File: config.mk
export PLATFORM = sky130hd
export DESIGN_NAME = fpu_exception_delivery
export DESIGN_NICKNAME = d
export VERILOG_FILES = /design/src/hdl/fpu_delay_line.v /design/src/hdl/fpu_exception_delivery.v
export VERILOG_INCLUDE_DIRS = /design/src /design/src/hdl
export SDC_FILE = /design/constraint.sdc
export NUM_CORES = 1
export LEC_CHECK = 0
export BUFFER_PORTS_ARGS = -buffer_cell sky130_fd_sc_hd__buf_2
export CAP_MARGIN = 10
export CORE_ASPECT_RATIO = 1.25
export CORE_MARGIN = 2
export CORE_UTILIZATION = 35
export DETAILED_ROUTE_END_ITERATION = 6
export PLACE_DENSITY_LB_ADDON = 0.25
export SYNTH_ARGS = -nofsm -noshare
export SYNTH_HDL_FRONTEND = slang
export SYNTH_SLANG_ARGS = --single-unit
File: constraint.sdc
create_clock -name i_clk_sys -period 2.62 [get_ports i_clk_sys]
set_clock_uncertainty 0.2 [all_clocks]
set_input_delay 0.393 -clock i_clk_sys [delete_from_list [all_inputs] [get_ports i_clk_sys]]
set_output_delay 0.393 -clock i_clk_sys [all_outputs]
set_load 0.01 [all_outputs]
File: src/hdl/fpu_exc_defs.vh
`ifndef FPU_EXC_DEFS_VH
`define FPU_EXC_DEFS_VH
`define CR0_EM_BIT        2
`define CR0_TS_BIT        3
`define VEC_NUMERIC       8'h10
`define VEC_DNA           8'h07
`define VEC_INVALID_OP    8'h06
`define VEC_GEN_PROT      8'h0d
`define IMG_LEGACY_16     10'h05e
`define IMG_LEGACY_32     10'h06c
`define IMG_EXTENDED      10'h200
`define IMG_ALIGN_MASK    32'h0000000f
`define NE_DELAY_CYCLES   4
`define CLASS_WAITING     3'h0
`define CLASS_NOWAIT      3'h1
`define CLASS_WAIT_ONLY   3'h2
`define CLASS_PACKED_INT  3'h3
`define CLASS_NONE        3'h4
`define OP_NONE           3'h0
`define OP_LEGACY_SAVE    3'h1
`define OP_LEGACY_RESTORE 3'h2
`define OP_EXT_SAVE       3'h3
`define OP_EXT_RESTORE    3'h4
`define OP_CLEAR_TS       3'h5
`define OP_TASK_SWITCH    3'h6
`define OP_WRITE_CR0      3'h7
`endif

File: src/hdl/fpu_delay_line.v
`timescale 1ns/100ps
`include "fpu_exc_defs.vh"
// fixed delay of a level, models external interrupt path latency
module fpu_delay_line #(
	parameter DEPTH = `NE_DELAY_CYCLES
) (
	// clock and reset
	input  wire             i_clk_sys,
	input  wire             i_resetn,
	// level in and delayed level out
	input  wire             i_level,
	output wire             o_level
);
	reg [DEPTH-1:0] pipe_reg;   // shift stages
	genvar g;
	// each stage copies the one before it; the first stage takes the input level
	generate
		for (g = 0; g < DEPTH; g = g + 1) begin : stage
			always @(posedge i_clk_sys or negedge i_resetn) begin
				if (!i_resetn) begin
					pipe_reg[g] <= 1'b0;
				end else if (g == 0) begin
					pipe_reg[g] <= i_level;
				end else begin
					pipe_reg[g] <= pipe_reg[(g == 0) ? 0 : g - 1];
				end
			end
		end
	endgenerate
	assign o_level = pipe_reg[DEPTH-1];
endmodule // fpu_delay_line

File: src/hdl/fpu_exception_delivery.v
`timescale 1ns/100ps
`include "fpu_exc_defs.vh"
// decides per issued float insn: fault, error vector or go, and tracks state ops
module fpu_exception_delivery #(
	parameter NE_DELAY = `NE_DELAY_CYCLES
) (
	// clock and reset
	input  wire        i_clk_sys,
	input  wire        i_resetn,
	// instruction issue
	input  wire        i_issue,
	input  wire [2:0]  i_insn_class,
	input  wire [2:0]  i_state_op,
	input  wire        i_op32,
	input  wire [31:0] i_img_addr,
	input  wire        i_cr0_wdata_ts,
	input  wire        i_cr0_wdata_em,
	input  wire        i_native_error_mode,
	// coprocessor side
	input  wire        i_error_n,
	input  wire        i_restore_flags_pending,
	// decision
	output reg         o_go,
	output reg         o_fault,
	output reg  [7:0]  o_vector,
	output reg         o_reinit_unit,
	output reg  [9:0]  o_img_bytes,
	output reg         o_img_extended_layout,
	// status and signalling
	output wire        o_task_switched_flag,
	output wire        o_emulation_flag,
	output wire        o_numeric_pending,
	output reg         o_float_error_out,
	output wire        o_irq,
	// status read and mask write port
	input  wire        i_rd,
	input  wire        i_wr,
	input  wire [1:0]  i_addr,
	input  wire [7:0]  i_wdata,
	output reg  [7:0]  o_rdata
);
	// registers of this block
	localparam [1:0] ADDR_STATUS = 2'h0;     // sticky events
	localparam [1:0] ADDR_MASK   = 2'h1;     // interrupt mask
	localparam [1:0] ADDR_FLAGS  = 2'h2;     // live flags

	// one-hot states of the issue sequencer
	localparam [2:0] ST_IDLE  = 3'b001;
	localparam [2:0] ST_ERRP  = 3'b010;      // error pulse after no-wait save
	localparam [2:0] ST_ERRH  = 3'b100;      // hold error through the save

	reg        ts_reg;                        // task-switched flag
	reg        em_reg;                        // emulation flag
	reg        pend_reg;                      // pending numeric exception
	reg [2:0]  state_reg;
	reg [2:0]  state_next;
	reg [3:0]  status_reg;                    // dna, numeric, invop, align
	reg [3:0]  mask_reg;
	reg        err_sync_reg;                  // error line as seen
	reg        err_prev_reg;                  // last cycle's error level, for edge detect
	wire       err_rise;                      // new error event from the coprocessor
	wire       ext_err;                       // delayed error for ne off
	wire       err_seen;
	wire       is_float;
	wire       is_legacy;
	wire       is_ext;
	wire       misalign;
	reg  [3:0] ev;                            // events this cycle

	assign o_task_switched_flag = ts_reg;
	assign o_emulation_flag     = em_reg;
	assign o_numeric_pending    = pend_reg;
	assign o_irq                = |(status_reg & mask_reg);

	// error line registered; the pending level is delayed externally when native mode off
	always @(posedge i_clk_sys or negedge i_resetn) begin
		if (!i_resetn) begin
			err_sync_reg <= 1'b0;
			err_prev_reg <= 1'b0;             // matches idle line, no false edge after reset
		end else begin
			err_sync_reg <= ~i_error_n;
			err_prev_reg <= err_sync_reg;
		end
	end
	// only a new event sets pending; a still-low line must not undo a clearing save
	assign err_rise = err_sync_reg & ~err_prev_reg;

	fpu_delay_line #(.DEPTH(NE_DELAY)) u_delay (
		.i_clk_sys (i_clk_sys),
		.i_resetn  (i_resetn),
		.i_level   (pend_reg),
		.o_level   (ext_err)
	);
	// native mode sees it internally now; compat mode after path delay
	assign err_seen = i_native_error_mode ? pend_reg : (pend_reg & ext_err);

	assign is_float  = (i_insn_class == `CLASS_WAITING) || (i_insn_class == `CLASS_NOWAIT) ||
	                   (i_insn_class == `CLASS_WAIT_ONLY);
	assign is_legacy = (i_state_op == `OP_LEGACY_SAVE) || (i_state_op == `OP_LEGACY_RESTORE);
	assign is_ext    = (i_state_op == `OP_EXT_SAVE) || (i_state_op == `OP_EXT_RESTORE);
	assign misalign  = |(i_img_addr & `IMG_ALIGN_MASK);

	// issue decision, combinational so the core can act in the same cycle
	always @* begin
		o_go = 1'b0;
		o_fault = 1'b0;
		o_vector = 8'h00;
		ev = 4'h0;
		if (i_issue && i_insn_class == `CLASS_PACKED_INT && em_reg) begin
			o_fault = 1'b1;
			o_vector = `VEC_INVALID_OP;
			ev[2] = 1'b1;
		end else if (i_issue && is_float && i_insn_class != `CLASS_WAIT_ONLY && (ts_reg || em_reg)) begin
			// dna checked ahead of the numeric error
			o_fault = 1'b1;
			o_vector = `VEC_DNA;
			ev[0] = 1'b1;
		end else if (i_issue && i_insn_class != `CLASS_NOWAIT && is_float && err_seen) begin
			o_fault = 1'b1;
			o_vector = `VEC_NUMERIC;
			ev[1] = 1'b1;
		end else if (i_issue && is_ext && misalign) begin
			o_fault = 1'b1;
			o_vector = `VEC_GEN_PROT;
			ev[3] = 1'b1;
		end else if (i_issue) begin
			o_go = 1'b1;
		end
	end

	// image size and layout for the issued state op
	always @* begin
		o_img_bytes = 10'h000;
		o_img_extended_layout = 1'b0;
		o_reinit_unit = 1'b0;
		if (o_go && is_legacy) begin
			o_img_bytes = i_op32 ? `IMG_LEGACY_32 : `IMG_LEGACY_16;
			o_reinit_unit = (i_state_op == `OP_LEGACY_SAVE);
		end else if (o_go && is_ext) begin
			o_img_bytes = `IMG_EXTENDED;
			o_img_extended_layout = 1'b1;
		end
	end

	// control flags
	always @(posedge i_clk_sys or negedge i_resetn) begin
		if (!i_resetn) begin
			ts_reg <= 1'b0;
			em_reg <= 1'b0;
		end else if (i_issue && i_state_op == `OP_TASK_SWITCH) begin
			ts_reg <= 1'b1;
		end else if (i_issue && i_state_op == `OP_WRITE_CR0) begin
			ts_reg <= i_cr0_wdata_ts;
			em_reg <= i_cr0_wdata_em;
		end else if (i_issue && i_state_op == `OP_CLEAR_TS) begin
			ts_reg <= 1'b0;
		end
	end

	// pending exception: set by coprocessor, cleared by legacy save, reloaded by restore
	always @(posedge i_clk_sys or negedge i_resetn) begin
		if (!i_resetn) begin
			pend_reg <= 1'b0;
		end else if (err_rise) begin
			pend_reg <= 1'b1;                      // set wins over clear
		end else if (o_go && i_state_op == `OP_LEGACY_RESTORE) begin
			pend_reg <= i_restore_flags_pending;
		end else if (o_go && i_state_op == `OP_EXT_RESTORE) begin
			pend_reg <= i_restore_flags_pending;
		end else if (o_go && i_state_op == `OP_LEGACY_SAVE) begin
			pend_reg <= 1'b0;
		end
	end

	// error pulse sequencer for a no-wait save with an error pending
	always @* begin
		state_next = state_reg;
		case (state_reg)
			ST_IDLE: begin
				if (o_go && i_state_op == `OP_LEGACY_SAVE && pend_reg) begin
					state_next = ST_ERRP;
				end
			end
			ST_ERRP: begin
				state_next = ST_ERRH;
			end
			ST_ERRH: begin
				state_next = ST_IDLE;
			end
			default: begin
				state_next = ST_IDLE;
			end
		endcase
	end

	// state and error output; error also follows the pending level
	always @(posedge i_clk_sys or negedge i_resetn) begin
		if (!i_resetn) begin
			state_reg <= ST_IDLE;
			o_float_error_out <= 1'b0;
		end else begin
			state_reg <= state_next;
			o_float_error_out <= pend_reg | (state_next != ST_IDLE);
		end
	end

	// sticky status, mask and read port; new events win over read clear
	always @(posedge i_clk_sys or negedge i_resetn) begin
		if (!i_resetn) begin
			status_reg <= 4'h0;
			mask_reg <= 4'h0;
			o_rdata <= 8'h00;
		end else begin
			if (i_rd && i_addr == ADDR_STATUS) begin
				status_reg <= ev;
			end else begin
				status_reg <= status_reg | ev;
			end
			if (i_wr && i_addr == ADDR_MASK) begin
				mask_reg <= i_wdata[3:0];
			end
			if (i_rd && i_addr == ADDR_STATUS) begin
				o_rdata <= {4'h0, status_reg};
			end else if (i_rd && i_addr == ADDR_MASK) begin
				o_rdata <= {4'h0, mask_reg};
			end else if (i_rd && i_addr == ADDR_FLAGS) begin
				o_rdata <= {4'h0, ts_reg, em_reg, pend_reg, o_float_error_out};
			end else begin
				o_rdata <= 8'h00;
			end
		end
	end
endmodule // fpu_exception_delivery

# Word level (Yosys, flattened, before mapping)
# Cells that the tools add are included.
# W data, S select, Z words.
dict set report op_classes {
  eq_ne 17
  muxes 41
  n_bitwise 8
  reduce_logical 35
}
# op n
set op_table {}
lappend op_table {{$mux W1} 27}
lappend op_table {{$logic_and A1 B1 Y1} 23}
lappend op_table {{$mux W10} 2}
lappend op_table {{$mux W8} 2}
lappend op_table {{$eq A3 B2 Y1 const B} 5}
lappend op_table {{$mux W5} 3}
lappend op_table {{$eq A3 B3 Y1 const B} 4}
lappend op_table {{$mux W4} 3}
lappend op_table {{$eq A3 B1 Y1 const B} 3}
lappend op_table {{$reduce_or A4 Y1} 2}
lappend op_table {{$mux W6} 1}
lappend op_table {{$ne A3 B1 Y1 const B} 2}
lappend op_table {{$pmux W3 S2} 1}
lappend op_table {{$logic_or A1 B1 Y1} 5}
lappend op_table {{$and A4 B4 Y4} 1}
lappend op_table {{$or A4 B4 Y4} 1}
lappend op_table {{$reduce_bool A4 Y1} 1}
lappend op_table {{$logic_not A3 Y1} 1}
lappend op_table {{$mux W3} 1}
lappend op_table {{$ne A3 B2 Y1 const B} 1}
lappend op_table {{$not A1 Y1} 3}
lappend op_table {{$reduce_bool A3 Y1} 1}
lappend op_table {{$and A1 B1 Y1} 2}
lappend op_table {{$eq A2 B1 Y1 const B} 1}
lappend op_table {{5 further kinds} 5}
dict set report word_totals {
  regBits 29
  input_bits 59
  output_inout_bits 35
  wordCells 115
}

# Depth between registers and ports, before layout
dict set report depth {
  ltp_word 14
  depth_mapped 6
  ltp_nobuf 5
}

# Cells and area by module
# Synthesis repeated with hierarchy kept, for this count alone.
dict set report unflattened {
  hier_cells 132
  hier_area_um2 1380.1
}
# module n_inst cells_per_inst area_per_inst_um2 seq_area_each_um2
set modules_own_cells {}
lappend modules_own_cells {fpu_exception_delivery 1 128 1280.0 526.8}
lappend modules_own_cells {fpu_delay_line 1 4 100.1 100.1}

# Worst setup path before layout
# Ideal clock, no wire load.
dict set report synth_timing {
  path_type {input -> output}
  start {in i_img_addr[1]}
  end {out o_img_bytes[4]}
  arrival_ns 1.959
  required_time_ns 2.027
  slack_ns 0.068
  path_stages 5
  path_buffers 1
  path_cell_list {or4_1 > o211ai_2 > nand4b_2 > nor4_1 > buf_4}
}
dict set report synth_between {
  elab_chain_len 8
}
# element line
set synth_rtl {}
lappend synth_rtl {{start, declared} fpu_exception_delivery.v:15} ;# input wire [31:0] i_img_addr,
lappend synth_rtl {{$reduce_or A4 Y1} fpu_exception_delivery.v:101} ;# assign misalign = |(i_img_addr & `IMG_ALIGN_MASK);
lappend synth_rtl {{$logic_and A1 B1 Y1} fpu_exception_delivery.v:122} ;# end else if (i_issue && is_ext && misalign) begin
lappend synth_rtl {{$mux W1} fpu_exception_delivery.v:122}
lappend synth_rtl {{$mux W1} fpu_exception_delivery.v:118} ;# end else if (i_issue && i_insn_class != `CLASS_NOWAIT && is_float && err_seen) begin
lappend synth_rtl {{$mux W1} fpu_exception_delivery.v:113} ;# end else if (i_issue && is_float && i_insn_class != `CLASS_WAIT_ONLY && (ts_reg || em_reg)) begin
lappend synth_rtl {{$mux W1} fpu_exception_delivery.v:109} ;# if (i_issue && i_insn_class == `CLASS_PACKED_INT && em_reg) begin
lappend synth_rtl {{$logic_and A1 B1 Y1} fpu_exception_delivery.v:136} ;# if (o_go && is_legacy) begin
lappend synth_rtl {{$mux W10} fpu_exception_delivery.v:136}
lappend synth_rtl {{end, declared} fpu_exception_delivery.v:27} ;# output reg [9:0] o_img_bytes,
# No other way between the ends.

# Final worst setup path
dict set report layout_timing {
  start {in i_state_op[1]}
  end {out o_vector[0]}
}
dict set report layout_between {
  elab_chain_len 8
  word_cells_on_any_way 9
  classes_between {eq/ne: 2; mux: 4; reduce/logical: 3}
}
# element line
set layout_rtl {}
lappend layout_rtl {{start, declared} fpu_exception_delivery.v:13} ;# input wire [2:0] i_state_op,
lappend layout_rtl {{$eq A3 B2 Y1 (no source line) / $eq A3 B3 Y1 (equally long branches)} -}
lappend layout_rtl {{$logic_or A1 B1 Y1 (*)} fpu_exception_delivery.v:100} ;# assign is_ext = (i_state_op == `OP_EXT_SAVE) || (i_state_op == `OP_EXT_RESTORE);
lappend layout_rtl {{$logic_and A1 B1 Y1 (*) (2 in series)} fpu_exception_delivery.v:122}
lappend layout_rtl {{$mux W4 (*)} fpu_exception_delivery.v:122}
lappend layout_rtl {{$mux W5 (*)} fpu_exception_delivery.v:118}
lappend layout_rtl {{$mux W5 (*)} fpu_exception_delivery.v:113}
lappend layout_rtl {{$mux W5 (*)} fpu_exception_delivery.v:109}
lappend layout_rtl {{end, declared} fpu_exception_delivery.v:25} ;# output reg [7:0] o_vector,
# Every way passes the cells marked *; elsewhere a longest branch is shown, timed or not.

==> impl_metrics.tcl <==
set metrics [dict create \
    die_h_um 73.9 \
    vias 1094 \
    power.leakage_nw 0.854 \
    cp.required_ns 2.03 \
    crit_top_cell "buf_2" \
    area_growth_pct 21.5 \
    relSlewSlack_pct 64.2 \
    clkTransAtPathRegs_ns 0.09 \
    ys_warn_count 0 \
    path_max_fanout 9 \
    vias_per_cell 4.95 \
    antenna_cells 0 \
    wl_per_cell_um 13.0 \
    cts_tree "yes" \
    yosysSeqAreaShare_pct 45.8 \
    holdCritStartpoint "i_error_n" \
    clock-root-buffer "clkbuf_8" \
    crit_slowest_cell "nor3b_1" \
    reg2reg_slack_ns 0.69 \
    clock_latency_ns 0.26 \
    end_kind "output pin" \
    hp-class "in2reg" \
    powerDensity_nw_per_um2 556 \
    start_kind "input port" \
    drive_above_1_share_pct 41.4 \
    synth_cell_types 43 \
    grt_overflow 0 \
    finalWirelength_um 2870 \
    drt_iter0_drc 22 \
    reg2regPathDepth 5 \
    grt_setup_unrepaired "no" \
    setup_tns_ns 0 \
    h-tree-depth 1 \
    cp.arrival_ns 1.87 \
    hold_slack_ns 0.0630 \
    antenna_left 0 \
    port-buffer-count 51 \
    grt_pass1_vias 1078 \
    finalSetupViolations 0 \
    period_minus_slack_ns 2.47 \
    gp_congestion 0.804 \
    grt_max_degree 26 \
    worstPathCellList "buf_2 > nor3b_1 > o211ai_2 > nand2b_1 > a31o_2 > a22oi_1 > buf_2" \
    hpwl_um 2310 \
    ir_drop_mv 0.154 \
    cpPeakStageDelay_ns 0.35 \
    fmax_ghz 0.405 \
    min_to "err_sync_reg$_DFF_PN0_" \
    antenna_found_initial 0 \
    core_area_um2 3750 \
    synth_seq_cells 25 \
    dr.pass1.iters 4 \
    floorplan.initialDensity_pct 36.4 \
    synthCells 133 \
    status "finished, final reports clean" \
    min_period_over_period_pct 94.2 \
    chipWidth_um 59.9 \
    drv_cap 0 \
    hold_depth 2 \
    hold_violations 0 \
    r2r_start "o_task_switched_flag$_DFFE_PN0P_" \
    row_count 25 \
    grt_use_total_pct 14.0 \
    cts_sinks 25 \
    fillerInstances 380 \
    pin_count 94 \
    timing.rr.end "state_reg[0]$_DFF_PN1_" \
    drc 0 \
    worstSetupPathType "in2out" \
    die_area_um2 4430 \
    clockBufferDepth 2 \
    ff_latch_area_um2 627 \
    cts_buffers 3 \
    multi_input_area_um2 643 \
    grt_pass1_wl_um 4820 \
    netlist_area_um2 1370 \
    avgSynthCellArea_um2 10.3 \
    nets 241 \
    worst_slew_pin_slew_ns 0.537 \
    slew_viol_final 0 \
]
## per-layer routing
layer | GRT usage (%) | wire length (um) | vias up
met2 | 23.2 | 1390 | 44
met5 | 0 | 0 | -
met3 | 1.76 | 194 | 2
li1 | - | - | 532
met4 | 3.70 | 22 | 0
met1 | 19.0 | 1270 | 516
## layout by cell type (no fill, tap or decap), drive strengths merged, types with 2 or more instances in the layout
cell type	netlist	routed
nand4	2	2
or4	2	2
nor2	7	7
xor2	2	2
a21oi	3	3
buf	17	53
a22oi	3	3
inv	4	4
nand3b	2	2
and2	4	4
conb	1	10
mux2	5	5
dfrtp	24	24
nand2	10	10
a21o	3	3
o21ai	10	10
o2111ai	2	2
nor2b	3	3
nor3	3	3
clkbuf	2	3
nand2b	6	6
mux2i	4	4
## critical path: cells and delay by family
family | cells | cell delay, ns
compound gates | 3 | 0.59
buf+inv | 2 | 0.32
simple gates | 2 | 0.58
## stage by stage
step                util [%]  setup slack [ns]  power [mW]  instance area (um^2)  cells
global placement        42.2             0.116       0.705                  1590    216
global route            44.3           0.00202       0.984                  1660    221
CTS                     43.9          0.000477       0.933                  1650    221
finish                  44.3             0.153       0.924                  1660    221
floorplan                  -            0.0684       0.628                  1400    142
detailed placement      42.2            0.0555       0.711                  1590    216
## how the worst max path moves through the flow
stage,from,endpoint,slack (ns),depth (start not counted)
after global routing,i_state_op[1],o_vector[0],0.002,7
after detailed placement,i_img_addr[1],o_img_bytes[1],0.06,6
final,i_state_op[1],o_vector[0],0.15,7
after global placement,i_img_addr[1],o_img_bytes[1],0.12,6
after CTS,o_task_switched_flag$_DFFE_PN0P_,o_img_bytes[3],0.0005,6
after floorplan,i_img_addr[1],o_img_bytes[4],0.07,5
## cell usage after synthesis
cell / count / area [um^2]
o221ai_1: 1 / 8.76
o21ba_2: 1 / 10.0
conb_1: 1 / 3.75
nor2b_4: 1 / 13.8
o2111ai_2: 1 / 15.0
a21o_1: 3 / 22.5
dfstp_2: 1 / 26.3
nand2_1: 10 / 37.5
xnor2_1: 1 / 8.76
clkbuf_1: 2 / 7.51
inv_1: 4 / 15.0
and3b_2: 1 / 10.0
buf_6: 1 / 11.3
nor4_1: 1 / 6.26
or2_2: 1 / 6.26
xor2_1: 2 / 17.5
nor3_1: 3 / 15.0
a31o_2: 1 / 8.76
nand3_1: 1 / 5.00
nand4b_2: 1 / 15.0
buf_4: 15 / 113
nand2b_1: 5 / 31.3
dfrtp_1: 24 / 601
nor2_1: 7 / 26.3
or3b_1: 1 / 8.76
nor3b_1: 1 / 7.51
a22oi_1: 3 / 22.5
nand3b_1: 2 / 15.0
nand4_1: 2 / 12.5
buf_2: 1 / 5.00
and2_1: 4 / 25.0
or4_4: 1 / 11.3
nor2b_1: 2 / 12.5
o21ai_1: 1 / 5.00
or4_1: 1 / 7.51
a21oi_1: 3 / 15.0
nand2b_4: 1 / 13.8
o211ai_2: 1 / 12.5
o2111ai_1: 1 / 8.76
o21ai_0: 9 / 45.0
mux2_2: 5 / 56.3
nor4b_1: 1 / 8.76
mux2i_1: 4 / 40.0
## what timing repair did
action / CTS / global route
setup endpoints to repair: 2 / 9
gates cloned: 0 / 0
buffers inserted: 0 / 0
endpoints found under the hold margin: 24 / 0
resized for setup: 1 / 2
hold buffers: 1 / 0
## cells by family (layout without fill, tap and decap cells)
logic type / Yosys count / in the layout / share of synthesized area, %
AND/OR/NAND/NOR: 47 / 47 / 21.1
XOR/XNOR: 3 / 3 / 1.92
multiplexers: 9 / 9 / 7.04
AO/OA/AOI/OAI: 25 / 25 / 12.7
flip-flops: 25 / 25 / 45.8
other: 1 / 10 / 0.274
buffers and inverters: 23 / 62 / 11.1
## where the power goes
group,internal (mW),switching [mW],total (mW),leakage (nW)
Sequential,0.440,0.0421,0.482,0.301
Clock,0.106,0.114,0.219,0.0255
Combinational,0.105,0.118,0.223,0.528
Total,0.651,0.273,0.924,0.854
## final cells by class
class / count / area share (%)
Clock buffer: 3 / 2.48
Timing Repair Buffer: 54 / 16.9
Inverter: 4 / 0.904
Tap cell: 40 / 3.01
Multi-Input combinational cell: 94 / 38.7
Sequential cell: 25 / 37.7
Clock inverter: 1 / 0.301
Power figures use the tool's default switching activity.
